[config.mk]
export PLATFORM = sky130hd
export DESIGN_NAME = seiu_event_unit
export DESIGN_NICKNAME = d
export VERILOG_FILES = /design/src/rtl/seiu_pkg.sv /design/src/rtl/seiu_conv_timer.sv /design/src/rtl/seiu_event_unit.sv
export SDC_FILE = /design/constraint.sdc
export NUM_CORES = 1
export LEC_CHECK = 0
export ABC_AREA = 1
export BUFFER_PORTS_ARGS = -buffer_cell sky130_fd_sc_hd__buf_2
export CORE_ASPECT_RATIO = 0.7
export CORE_MARGIN = 2
export CORE_UTILIZATION = 35
export DETAILED_ROUTE_END_ITERATION = 10
export RECOVER_POWER = 100
export SLEW_MARGIN = 10
export SYNTH_ARGS = -nofsm -noshare
export SYNTH_HDL_FRONTEND = slang
export SYNTH_SLANG_ARGS = --single-unit
[constraint.sdc]
create_clock -name core_clk -period 6.38 [get_ports core_clk]
set_input_delay 0.319 -clock core_clk [delete_from_list [all_inputs] [get_ports core_clk]]
set_output_delay 0.319 -clock core_clk [all_outputs]
set_load 0.03 [all_outputs]
[src/rtl/seiu_pkg.sv]
package seiu_pkg;
  // Clock rate and derived microsecond tick.
  localparam int CLK_HZ = 20000000;
  localparam int TICK_NS = 1000;
  localparam int CLK_NS = 1000000000 / CLK_HZ;
  localparam int TICK_CYCLES = (TICK_NS + CLK_NS - 1) / CLK_NS;
  localparam int TICK_W = 5;
  // Data-ready self-clear time in microseconds (2.5 ms).
  localparam int DRDY_CLR_US = 2500;
  // Conversion time terms in microseconds.
  localparam int CONV_BASE_US = 234;
  localparam int CONV_PRESS_US = 392;
  localparam int CONV_TEMP_US = 163;
  localparam int CONV_OSR_US = 2020;
  localparam int US_W = 18;
  // Output rate ceiling.
  localparam int ODR_BASE_HZ = 200;
  localparam int ODR_BASE_US = 1000000 / ODR_BASE_HZ;
  // FIFO full threshold in bytes.
  localparam logic [9:0] FIFO_FULL_LEVEL = 10'h1f8;
  // Register offsets of the serial interface.
  localparam logic [7:0] WTM_LOW_ADDR = 8'h15;
  localparam logic [7:0] WTM_HIGH_ADDR = 8'h16;
  localparam logic [7:0] EVT_STATUS_ADDR = 8'h11;
  localparam logic [7:0] EVT_CTRL_ADDR = 8'h19;
  // Control register field positions.
  localparam int CTRL_DRIVE = 0;
  localparam int CTRL_LEVEL = 1;
  localparam int CTRL_LATCH = 2;
  localparam int CTRL_FWTM_EN = 3;
  localparam int CTRL_FFULL_EN = 4;
  localparam int CTRL_DRDY_EN = 6;
  localparam logic [7:0] CTRL_RESET = 8'h02;
  // Status register field positions.
  localparam int STAT_FWTM = 0;
  localparam int STAT_FFULL = 1;
  localparam int STAT_DRDY = 3;
  localparam logic [8:0] WTM_RESET = 9'h001;
endpackage
[src/rtl/seiu_conv_timer.sv]
// Paces measurements: runs one conversion per start and reports the
// output-rate exponent that the conversion length allows.
module seiu_conv_timer (
  input wire logic core_clk,
  input wire logic sys_rst,
  input wire logic us_tick,
  input wire logic start,
  input wire logic press_en,
  input wire logic temp_en,
  input wire logic [2:0] osr_p,
  input wire logic [2:0] osr_t,
  output logic busy,
  output logic done,
  output logic [4:0] odr_sel
);
  typedef struct packed {
    logic busy;
    logic done;
    logic [seiu_pkg::US_W-1:0] count;
    logic [seiu_pkg::US_W-1:0] length;
    logic [4:0] odr_sel;
  } seiu_ct_state_t;

  seiu_ct_state_t state;
  seiu_ct_state_t next_state;
  logic [seiu_pkg::US_W-1:0] conv_us;
  logic [4:0] sel;

  always_comb
  begin
    conv_us = seiu_pkg::US_W'(seiu_pkg::CONV_BASE_US);
    if (press_en)
    begin
      conv_us = conv_us + seiu_pkg::US_W'(seiu_pkg::CONV_PRESS_US)
        + (seiu_pkg::US_W'(seiu_pkg::CONV_OSR_US) << osr_p);
    end
    if (temp_en)
    begin
      conv_us = conv_us + seiu_pkg::US_W'(seiu_pkg::CONV_TEMP_US)
        + (seiu_pkg::US_W'(seiu_pkg::CONV_OSR_US) << osr_t);
    end
    // Smallest exponent whose period covers the conversion (ceiling of log2).
    sel = 5'h00;
    for (int i = 17; i >= 0; i--)
    begin
      if ((seiu_pkg::US_W'(seiu_pkg::ODR_BASE_US) << i) >= conv_us)
      begin
        sel = 5'(i);
      end
    end
  end

  always_comb
  begin
    next_state = state;
    next_state.done = 1'b0;
    next_state.odr_sel = sel;
    if (start && !state.busy)
    begin
      next_state.busy = 1'b1;
      next_state.count = '0;
      next_state.length = conv_us;
    end
    else if (state.busy && us_tick)
    begin
      if (state.count + 1'b1 >= state.length)
      begin
        next_state.busy = 1'b0;
        next_state.done = 1'b1;
      end
      next_state.count = state.count + 1'b1;
    end
  end

  always_ff @(posedge core_clk or posedge sys_rst)
  begin
    if (sys_rst)
    begin
      state <= '0;
    end
    else
    begin
      state <= next_state;
    end
  end

  assign busy = state.busy;
  assign done = state.done;
  assign odr_sel = state.odr_sel;
endmodule // seiu_conv_timer

[src/rtl/seiu_event_unit.sv]
module seiu_event_unit (
  input wire logic core_clk,
  input wire logic sys_rst,
  // Register port from the serial interface logic, same clock.
  input wire logic reg_wr,
  input wire logic reg_rd,
  input wire logic [7:0] reg_addr,
  input wire logic [7:0] reg_wdata,
  input wire logic xfer_end,
  output logic [7:0] reg_rdata,
  // FIFO fill level, same clock.
  input wire logic [9:0] fifo_fill,
  // Measurement control.
  input wire logic meas_start,
  input wire logic press_en,
  input wire logic temp_en,
  input wire logic [2:0] osr_p,
  input wire logic [2:0] osr_t,
  input wire logic [23:0] press_raw,
  input wire logic [23:0] temp_raw,
  output logic meas_busy,
  output logic [4:0] odr_sel,
  output logic [23:0] press_data,
  output logic [23:0] temp_data,
  // Event pad, split into its three signals.
  input wire logic pad_in,
  output logic pad_out,
  output logic pad_oe_n
);
  localparam int TICK_LOCAL = seiu_pkg::TICK_W;

  typedef struct packed {
    logic [7:0] ctrl;
    logic [7:0] wtm_low;
    logic [7:0] wtm_high;
    logic [8:0] wtm_level;
    logic wtm_cond;
    logic wtm_dirty;
    logic fwtm_flag;
    logic ffull_flag;
    logic drdy_flag;
    logic drdy_live;
    logic [11:0] drdy_us;
    logic [TICK_LOCAL-1:0] tick_cnt;
    logic us_tick;
    logic [23:0] press_data;
    logic [23:0] temp_data;
    logic [7:0] rdata;
    logic pad_out;
    logic pad_oe_n;
  } seiu_state_t;

  seiu_state_t state;
  seiu_state_t next_state;
  logic conv_done;
  logic wtm_hit;
  logic latch;
  logic fwtm_src;
  logic ffull_src;
  logic drdy_src;
  logic pad_active;
  logic [7:0] status_byte;
  logic pad_sync0;
  logic pad_sync1;

  seiu_conv_timer u_conv (
    .core_clk(core_clk),
    .sys_rst(sys_rst),
    .us_tick(state.us_tick),
    .start(meas_start),
    .press_en(press_en),
    .temp_en(temp_en),
    .osr_p(osr_p),
    .osr_t(osr_t),
    .busy(meas_busy),
    .done(conv_done),
    .odr_sel(odr_sel)
  );

  // The pad level is sampled back only for board-level checks; it is synchronised.
  always_ff @(posedge core_clk or posedge sys_rst)
  begin
    if (sys_rst)
    begin
      pad_sync0 <= 1'b0;
      pad_sync1 <= 1'b0;
    end
    else
    begin
      pad_sync0 <= pad_in;
      pad_sync1 <= pad_sync0;
    end
  end

  always_comb
  begin
    latch = state.ctrl[seiu_pkg::CTRL_LATCH];
    wtm_hit = (state.wtm_level != 9'h000) && ({1'b0, fifo_fill} >= {2'b00, state.wtm_level});
    status_byte = 8'h00;
    status_byte[seiu_pkg::STAT_FWTM] = state.fwtm_flag;
    status_byte[seiu_pkg::STAT_FFULL] = state.ffull_flag;
    status_byte[seiu_pkg::STAT_DRDY] = state.drdy_flag;
    // Stored flag in latched mode, live condition otherwise.
    fwtm_src = latch ? state.fwtm_flag : state.wtm_cond;
    ffull_src = latch ? state.ffull_flag : (fifo_fill >= seiu_pkg::FIFO_FULL_LEVEL);
    // The self-clear timer drops the live event itself, so an event left over from latched mode stays up.
    drdy_src = state.drdy_live;
    pad_active = (state.ctrl[seiu_pkg::CTRL_FWTM_EN] && fwtm_src)
      || (state.ctrl[seiu_pkg::CTRL_FFULL_EN] && ffull_src)
      || (state.ctrl[seiu_pkg::CTRL_DRDY_EN] && drdy_src);
  end

  always_comb
  begin
    next_state = state;
    // Microsecond tick from the 50 ns clock.
    next_state.us_tick = 1'b0;
    if (state.tick_cnt == TICK_LOCAL'(seiu_pkg::TICK_CYCLES - 1))
    begin
      next_state.tick_cnt = '0;
      next_state.us_tick = 1'b1;
    end
    else
    begin
      next_state.tick_cnt = state.tick_cnt + 1'b1;
    end
    // Restarting the tick with each conversion makes its length exact. A running self-clear
    // interval may run up to one microsecond longer when a conversion starts under it.
    if (meas_start && !meas_busy)
    begin
      next_state.tick_cnt = '0;
      next_state.us_tick = 1'b0;
    end

    // Register writes.
    if (reg_wr)
    begin
      case (reg_addr)
        seiu_pkg::WTM_LOW_ADDR:
        begin
          next_state.wtm_low = reg_wdata;
          next_state.wtm_dirty = 1'b1;
        end
        seiu_pkg::WTM_HIGH_ADDR:
        begin
          next_state.wtm_high = reg_wdata;
          next_state.wtm_dirty = 1'b1;
        end
        seiu_pkg::EVT_CTRL_ADDR:
        begin
          next_state.ctrl = reg_wdata;
          // A late mapping of data-ready must not show the old event.
          if (reg_wdata[seiu_pkg::CTRL_DRDY_EN] && !state.ctrl[seiu_pkg::CTRL_DRDY_EN])
          begin
            next_state.drdy_live = 1'b0;
          end
          // Leaving latched mode leaves the old event without a timer.
          if (!reg_wdata[seiu_pkg::CTRL_LATCH] && state.ctrl[seiu_pkg::CTRL_LATCH])
          begin
            next_state.drdy_us = 12'h000;
          end
        end
        default:
        begin
        end
      endcase
    end

    // The level is only taken once the whole transaction has ended, from the bytes stored before
    // that cycle; a watermark write in the xfer_end cycle itself is left out, and wtm_dirty is cleared.
    if (xfer_end && (state.wtm_dirty || (reg_wr && (reg_addr == seiu_pkg::WTM_LOW_ADDR
      || reg_addr == seiu_pkg::WTM_HIGH_ADDR))))
    begin
      next_state.wtm_level = {state.wtm_high[0], state.wtm_low};
      next_state.wtm_dirty = 1'b0;
    end
    next_state.wtm_cond = wtm_hit;

    // Read data and read-to-clear.
    next_state.rdata = 8'h00;
    if (reg_rd)
    begin
      case (reg_addr)
        seiu_pkg::WTM_LOW_ADDR: next_state.rdata = state.wtm_low;
        seiu_pkg::WTM_HIGH_ADDR: next_state.rdata = state.wtm_high;
        seiu_pkg::EVT_CTRL_ADDR: next_state.rdata = state.ctrl;
        seiu_pkg::EVT_STATUS_ADDR:
        begin
          next_state.rdata = status_byte;
          if (state.fwtm_flag)
          begin
            next_state.fwtm_flag = 1'b0;
          end
          if (state.ffull_flag && fifo_fill < seiu_pkg::FIFO_FULL_LEVEL)
          begin
            next_state.ffull_flag = 1'b0;
          end
          if (state.drdy_flag)
          begin
            next_state.drdy_flag = 1'b0;
            next_state.drdy_live = 1'b0;
          end
        end
        default: next_state.rdata = 8'h00;
      endcase
    end

    // Non-latched flags follow their conditions; events always win over clears.
    if (!latch)
    begin
      next_state.fwtm_flag = wtm_hit;
    end
    else if (wtm_hit && !state.wtm_cond)
    begin
      next_state.fwtm_flag = 1'b1;
    end
    if (fifo_fill >= seiu_pkg::FIFO_FULL_LEVEL)
    begin
      next_state.ffull_flag = 1'b1;
    end
    else if (!latch)
    begin
      next_state.ffull_flag = 1'b0;
    end

    // Self-clear countdown for non-latched data-ready.
    if (state.drdy_us != 12'h000 && state.us_tick)
    begin
      next_state.drdy_us = state.drdy_us - 1'b1;
      if (state.drdy_us == 12'h001)
      begin
        next_state.drdy_live = 1'b0;
        if (!latch)
        begin
          next_state.drdy_flag = 1'b0;
        end
      end
    end
    if (conv_done)
    begin
      next_state.drdy_flag = 1'b1;
      next_state.drdy_live = 1'b1;
      next_state.drdy_us = latch ? 12'h000 : 12'(seiu_pkg::DRDY_CLR_US);
      next_state.press_data = press_raw;
      next_state.temp_data = temp_raw;
    end

    // Pad drive: open-drain releases the pad whenever it would drive it high.
    next_state.pad_out = state.ctrl[seiu_pkg::CTRL_LEVEL] ? pad_active : !pad_active;
    if (state.ctrl[seiu_pkg::CTRL_DRIVE])
    begin
      next_state.pad_oe_n = state.ctrl[seiu_pkg::CTRL_LEVEL] ? pad_active : !pad_active;
    end
    else
    begin
      next_state.pad_oe_n = 1'b0;
    end
  end

  always_ff @(posedge core_clk or posedge sys_rst)
  begin
    if (sys_rst)
    begin
      state <= '0;
      state.ctrl <= seiu_pkg::CTRL_RESET;
      state.wtm_low <= seiu_pkg::WTM_RESET[7:0];
      state.wtm_high <= {7'h00, seiu_pkg::WTM_RESET[8]};
      state.wtm_level <= seiu_pkg::WTM_RESET;
      state.pad_oe_n <= 1'b0;
    end
    else
    begin
      state <= next_state;
    end
  end

  assign reg_rdata = state.rdata;
  assign press_data = state.press_data;
  assign temp_data = state.temp_data;
  assign pad_out = state.pad_out;
  assign pad_oe_n = state.pad_oe_n;
endmodule // seiu_event_unit

# Word-level counts from Yosys, hierarchy flattened
# Cells that the tools add are included.
# classes
n_addsub	6
n_mux	52
order_cmp	20
eq_ne	11
shift	2
n_reduce_logical	40
# ops
cell	n
18-bit >= comparator, first input constant	5
4-bit 2-to-1 mux	18
16-bit by 18-bit >= comparator with 1-bit output, first input constant	3
17-bit by 18-bit >= comparator with 1-bit output, first input constant	3
18-bit 2-to-1 mux	3
15-bit by 18-bit >= comparator with 1-bit output, first input constant	2
11-bit by 3-bit left shift with 18-bit output, first input constant	2
8-bit by 5-bit equality test with 1-bit output, second input constant	4
8-bit one-hot mux with 4 select lines	1
14-bit 2-to-1 mux	2
13-bit 2-to-1 mux	2
12-bit 2-to-1 mux	2
20-bit 2-to-1 mux	1
10-bit by 18-bit adder with 18-bit output, first input constant	1
18-bit by 1-bit adder with 18-bit output, second input constant	1
18-bit adder	1
18-bit by 8-bit adder with 18-bit output, second input constant	1
1-bit by 18-bit >= comparator with 1-bit output, first input constant	1
13-bit by 18-bit >= comparator with 1-bit output, first input constant	1
14-bit by 18-bit >= comparator with 1-bit output, first input constant	1
18-bit >= comparator	1
1-bit 2-to-1 mux	18
1-bit logical AND	13
12-bit by 1-bit equality test with 1-bit output, second input constant	1
other kinds (21)	43
# word_totals
regBits	157
elab_cells	154
out_inout_bits	64
inputBits	89

# Longest topological paths before layout
# depth
word_depth	23
ltp_mapped	30

# Hierarchy
# A second synthesis with hierarchy kept.
# hier_totals
hier_cells	1381
area_unflattened_um2	10256.1
# modules_own_cells
mod	area_per_inst_um2	cells_per_inst	n_inst	seq_area_each_um2
seiu_event_unit	5667.9	674	1	2881.5
seiu_conv_timer	4588.2	707	1	1051.0

# Least setup slack after synthesis
# No wires, ideal clock.
# synth_timing
kind	input -> register
startpoint	in osr_p[0]
endpoint	reg u_conv.state, in the netlist u_conv.odr_sel[0]
n_path_buf	0
t_arrival_ps	3485
cell_stages	29
setup_slack_ps	2822
required_ps	6307
path_cell_list	inv_1 ha_1 or2_2 ha_1 inv_1 nand4_1 nand2_1 nand2_1 nand3_1 inv_1 ha_1 ha_1 nand2_1 inv_1 a21oi_2 inv_1 a21oi_1 nand2_1 nand2_1 nand3_1 nand2_1 inv_1 nor2_1 nand2_1 nand2_1 nand2_1 nand2_1 nand2_1 a21oi_2
# synth_rtl
element	line	rtl
start, declared	seiu_event_unit.sv:17	input wire logic [2:0] osr_p,
end signal, assigned	seiu_conv_timer.sv:83	state <= next_state;
end, declared	seiu_conv_timer.sv:24	seiu_ct_state_t state;

==> results.md <==
- After global routing the overflow that remains totals 0.
- The number of cells on the worst reg-to-reg path is 5.
- The number of antenna violations at the first check in global routing is 0.
- After routing, the total negative slack on setup checks comes to 0 ns.
- From left edge to right edge, the die measures 206.1 um.
- Clock tree synthesis inserted a total of 17 buffers.
- Yosys mapped a number of flops with a built-in enable equal to 0.
- On the worst path, the slowest cell contributes a delay of 1.62 ns.
- The cell family with the largest share of critical-path delay is buffers and inverters.
- For the worst setup path, the data arrival time is 4.48 ns.
- The terminus of the critical flop-to-flop path is press_data[0].
- The startpoint class of the critical path is a flop.
- The detailed placer's ending HPWL is 17.93 mm.
- The path type of the worst min-delay path is in -> reg.
- The first routing iteration left 736 violations.
- The clock passes through at most 2 buffers.
- The die height is 145.5 um.
- The CTS tree is yes.
- The detailed-routing iteration count for the pre-antenna-repair pass is 5.
- The via count of the first global-routing pass is 7802.
- The final worst setup slack is 2.204 ns.
- The worst setup path is captured at a flop.
- The number of sinks on the clock net is 157.
- IR analysis of the VDD net gives a maximum drop of 163.0 uV.
- The final total power is 0.004293 W.
- The detailed-route DRC error count is 0.
- The top achievable clock speed is 0.2394 GHz.
- The layout has 2967 filler cells.
- Summing the sequential cell areas from Yosys gives 39.30% of the chip area.
- The root buffer cell is sky130_fd_sc_hd__clkbuf_16.
- The number of setup violations in the final report is 0.
- The data required time at the worst endpoint is 6.69 ns.
- The leakage power is 5.866 nW.
- Cells fill 39.68% of the core in the end.
- Hold repair after CTS inserted 0 buffers.
- The number of rows in the core area is 51.
- The cell taking the most area after synthesis is sky130_fd_sc_hd__dfrtp_1.
- The initial standard-cell utilization of the core is 35.80%.
- The boundary pin count is 153.
- The startpoint of the worst-slack reg-to-reg timing path is u_conv.done.
- The number of diodes is 0.
- The largest net degree at the start of global routing is 91.
- In the synthesized netlist the async set-or-reset flop fraction comes to 100.0%.
- Summed over all layers, the routed wires come to 23.65 mm.
- The number of placed instances, taps included, is 1780.
- The beginning of the worst hold path is xfer_end.
- The slack of the worst reg-to-reg path is 2.20 ns.
- Across the routed clock network, the largest skew measured is 0.008086 ns.
- The setup slack after placement is 2.117 ns.
- The critical path startpoint is u_conv.done.
- The total routing resource utilization after global routing is 16.16%.
- The buffer and inverter count on the worst path is 3.
- The synthesized design contains 157 register bits.
- The final cycle utilization of the critical path is 65.46%.
- Cells with a size suffix above 1 make up 10.06% of the layout.
- Setup repair after global routing left no endpoint under its margin.
- During placement, the flow inserted port buffers numbering 150.
- The mean number of vias per cell is 4.621.
- The synthesized netlist net count is 1502.
- The synthesis-to-finish area growth is 10.83%.
- The worst hold path terminates at state[80].
- Once layout is complete, the cells apart from fillers number 1812.
- The clock transition at the registers of the reported paths is 0.07 ns.
- Headroom to the max-slew limit came out at -166.7%.
- For the finished layout, the period the worst path requires is 4.176 ns.
- The maximum level of the CTS H-tree is 4.
- Synthesis produced 1343 cells.
- Yosys attributes the largest share of cell area to sky130_fd_sc_hd__dfrtp_1, sky130_fd_sc_hd__nand2_1, sky130_fd_sc_hd__ha_1.
- For the pin with the worst max-slew slack, the measured transition is 3.979 ns.
- Clock latency on the worst-skew pair, taken at its later pin, is 0.42 ns.
- Walking the worst path, the cells encountered are clkbuf_1 > clkinv_1 > clkbuf_1 > nand2_1 > nand2_1.
- In this run, post-CTS repair resized a total of 0 instances.
- Summing over every cut layer, the via total after detailed routing is 8374.
- The final layout contains 1587 nets.
- The worst setup path is of the reg -> reg kind.
- The number of max-cap violations is 5.
- The flow ran to the end, but the final reports show violations.
- The detail route stage leaves a number of antenna-violating nets equal to 0.
- The hold violation total from the final report is 0.
- The first global-routing pass estimated 39.18 mm of wire.
- The die covers 29980 um2.
- Among all flip-flop cells after synthesis, the most frequent one is sky130_fd_sc_hd__dfrtp_1.
- The power per standard cell area is 387.1 nW/um2.
- The count of buffers added by post-CTS timing repair for setup is 0.
- The distinct cell type count of the synthesized netlist is 54.
- The standard cell with the maximum stage delay on the critical path is sky130_fd_sc_hd__clkbuf_1.
- Of all nets on the critical path, the largest fanout is 51.
- The routed wire length per instance is 13.05 um.
- The final reports fail on max-capacitance violations, max-slew violations.
- The core area is 27950 um2.
- During synthesis, Yosys emitted a total of 0 warnings.
- The congestion estimate from routability-driven global placement came to 0.8673.
- The post-synthesis area per instance is 7.451 um2.
- The worst hold path was traced through 2 stages.
- After synthesis the cells add up to 10010 um2.
- The share of the synthesized area in the top cell type is 38.51%.
- The final count of pins violating max slew is 259.
## sequential cells by signal, summed over array words and instances (netlist names)
signal          flops
press_data         24
u_conv.odr_sel      4
temp_data          24
drdy_src            1
pad_out             1
latch               1
state              55
u_conv.busy         1
reg_rdata           8
u_conv.done         1
pad_oe_n            1
u_conv.state       36
## power by group
| group | switching (W) | internal [W] |
|---|---|---|
| clock network | 0.000435 | 0.000585 |
| logic | 0.00117 | 0.000552 |
| registers | 0.000205 | 0.00134 |
## worst max path at each step
| stage | endpoint | slack, ns | depth (start not counted) |
|---|---|---|---|
| 4_1_cts | u_conv.odr_sel[0] | 2.57 | 30 |
| 5_1_grt | temp_data[0] | 1.42 | 3 |
| 3_5_place_dp | u_conv.odr_sel[0] | 2.12 | 30 |
| 3_3_place_gp | u_conv.odr_sel[0] | 2.18 | 29 |
| 6_report | press_data[0] | 2.20 | 5 |
| 2_1_floorplan | drdy_src | 1.83 | 1 |
## layer usage
metal / share of wire [%] / wire [um] / track usage (%) / vias to the layer above
li1: - / - / - / 4355
met1: 51 / 12140 / 24.27 / 3821
met2: 43 / 10240 / 24.03 / 190
met3: 4.8 / 1128 / 2.933 / 8
met4: 0.60 / 141 / 3.607 / 0
met5: 0 / 0 / 0 / -
## cells in the final DEF (no fill, tap or decap), types with 38 or more instances in the layout
cell and n:
sky130_fd_sc_hd__o21ai_0 72, sky130_fd_sc_hd__ha_1 69, sky130_fd_sc_hd__nand3_1 65, sky130_fd_sc_hd__nand2_1 441
sky130_fd_sc_hd__a21oi_1 38, sky130_fd_sc_hd__buf_2 86, sky130_fd_sc_hd__dfrtp_1 154, sky130_fd_sc_hd__inv_1 186
sky130_fd_sc_hd__nor2_1 88, sky130_fd_sc_hd__clkbuf_1 68
## cell type report
cell class              count  area (um2)  share of cell area [%]
clock buffers              18       429.2                   3.870
clock inverters            14       156.4                   1.410
inverters                 193       725.7                   6.543
multi-input cells         905        4696                   42.34
well taps                 371       464.2                   4.185
flip-flops and latches    157        3933                   35.46
repair buffers            154       686.9                   6.194
## synthesized netlist by cell type, drive strengths merged, types with 2 or more instances
master and n:
o22ai 7, nor3 14, inv 190, nand3 66, o21ai 76, nand4 13
a211oi 2, a31oi 4, a221oi 5, nor4 5, o21bai 4, xor2 23
nand2 446, o211ai 7, o41ai 2, nand3b 5, clkbuf 24, clkinv 3
ha 69, a21boi 3, a21oi 39, nor2 92, or2 6, dfstp 3
buf 64, and2 2, dfrtp 154, xnor2 5
## logic make-up (layout without fill, tap and decap cells)
family                     after synthesis  in the layout  share of synthesized area (%)
and+or+nand+nor                        649            649                          27.37
buffers and inverters                  281            379                          12.92
DFF                                    157            157                          39.30
AOI/OAI and AO/OA                      156            156                          8.990
adders and majority gates               70             70                          8.827
xor gates and xnor gates                28             28                          2.451
other                                    1              1                        0.03747
muxes                                    1              1                         0.1125
## worst register-to-register path, stage by stage (launching register included)
cell and delay (ns):
sky130_fd_sc_hd__dfrtp_1 0.32, sky130_fd_sc_hd__clkbuf_1 1.62, sky130_fd_sc_hd__clkinv_1 0.75, sky130_fd_sc_hd__clkbuf_1 0.95, sky130_fd_sc_hd__nand2_1 0.34, sky130_fd_sc_hd__nand2_1 0.08
## stage by stage
stage                     area [um2]  hold WS (ns)
after detailed placement       10690        0.4531
after floorplan                10010        0.3825
after CTS                      11270       0.04338
after global routing           11090       0.03938
after global placement         10690        0.4489
final                          11090       0.06290
(Power assumes the default switching activity.)
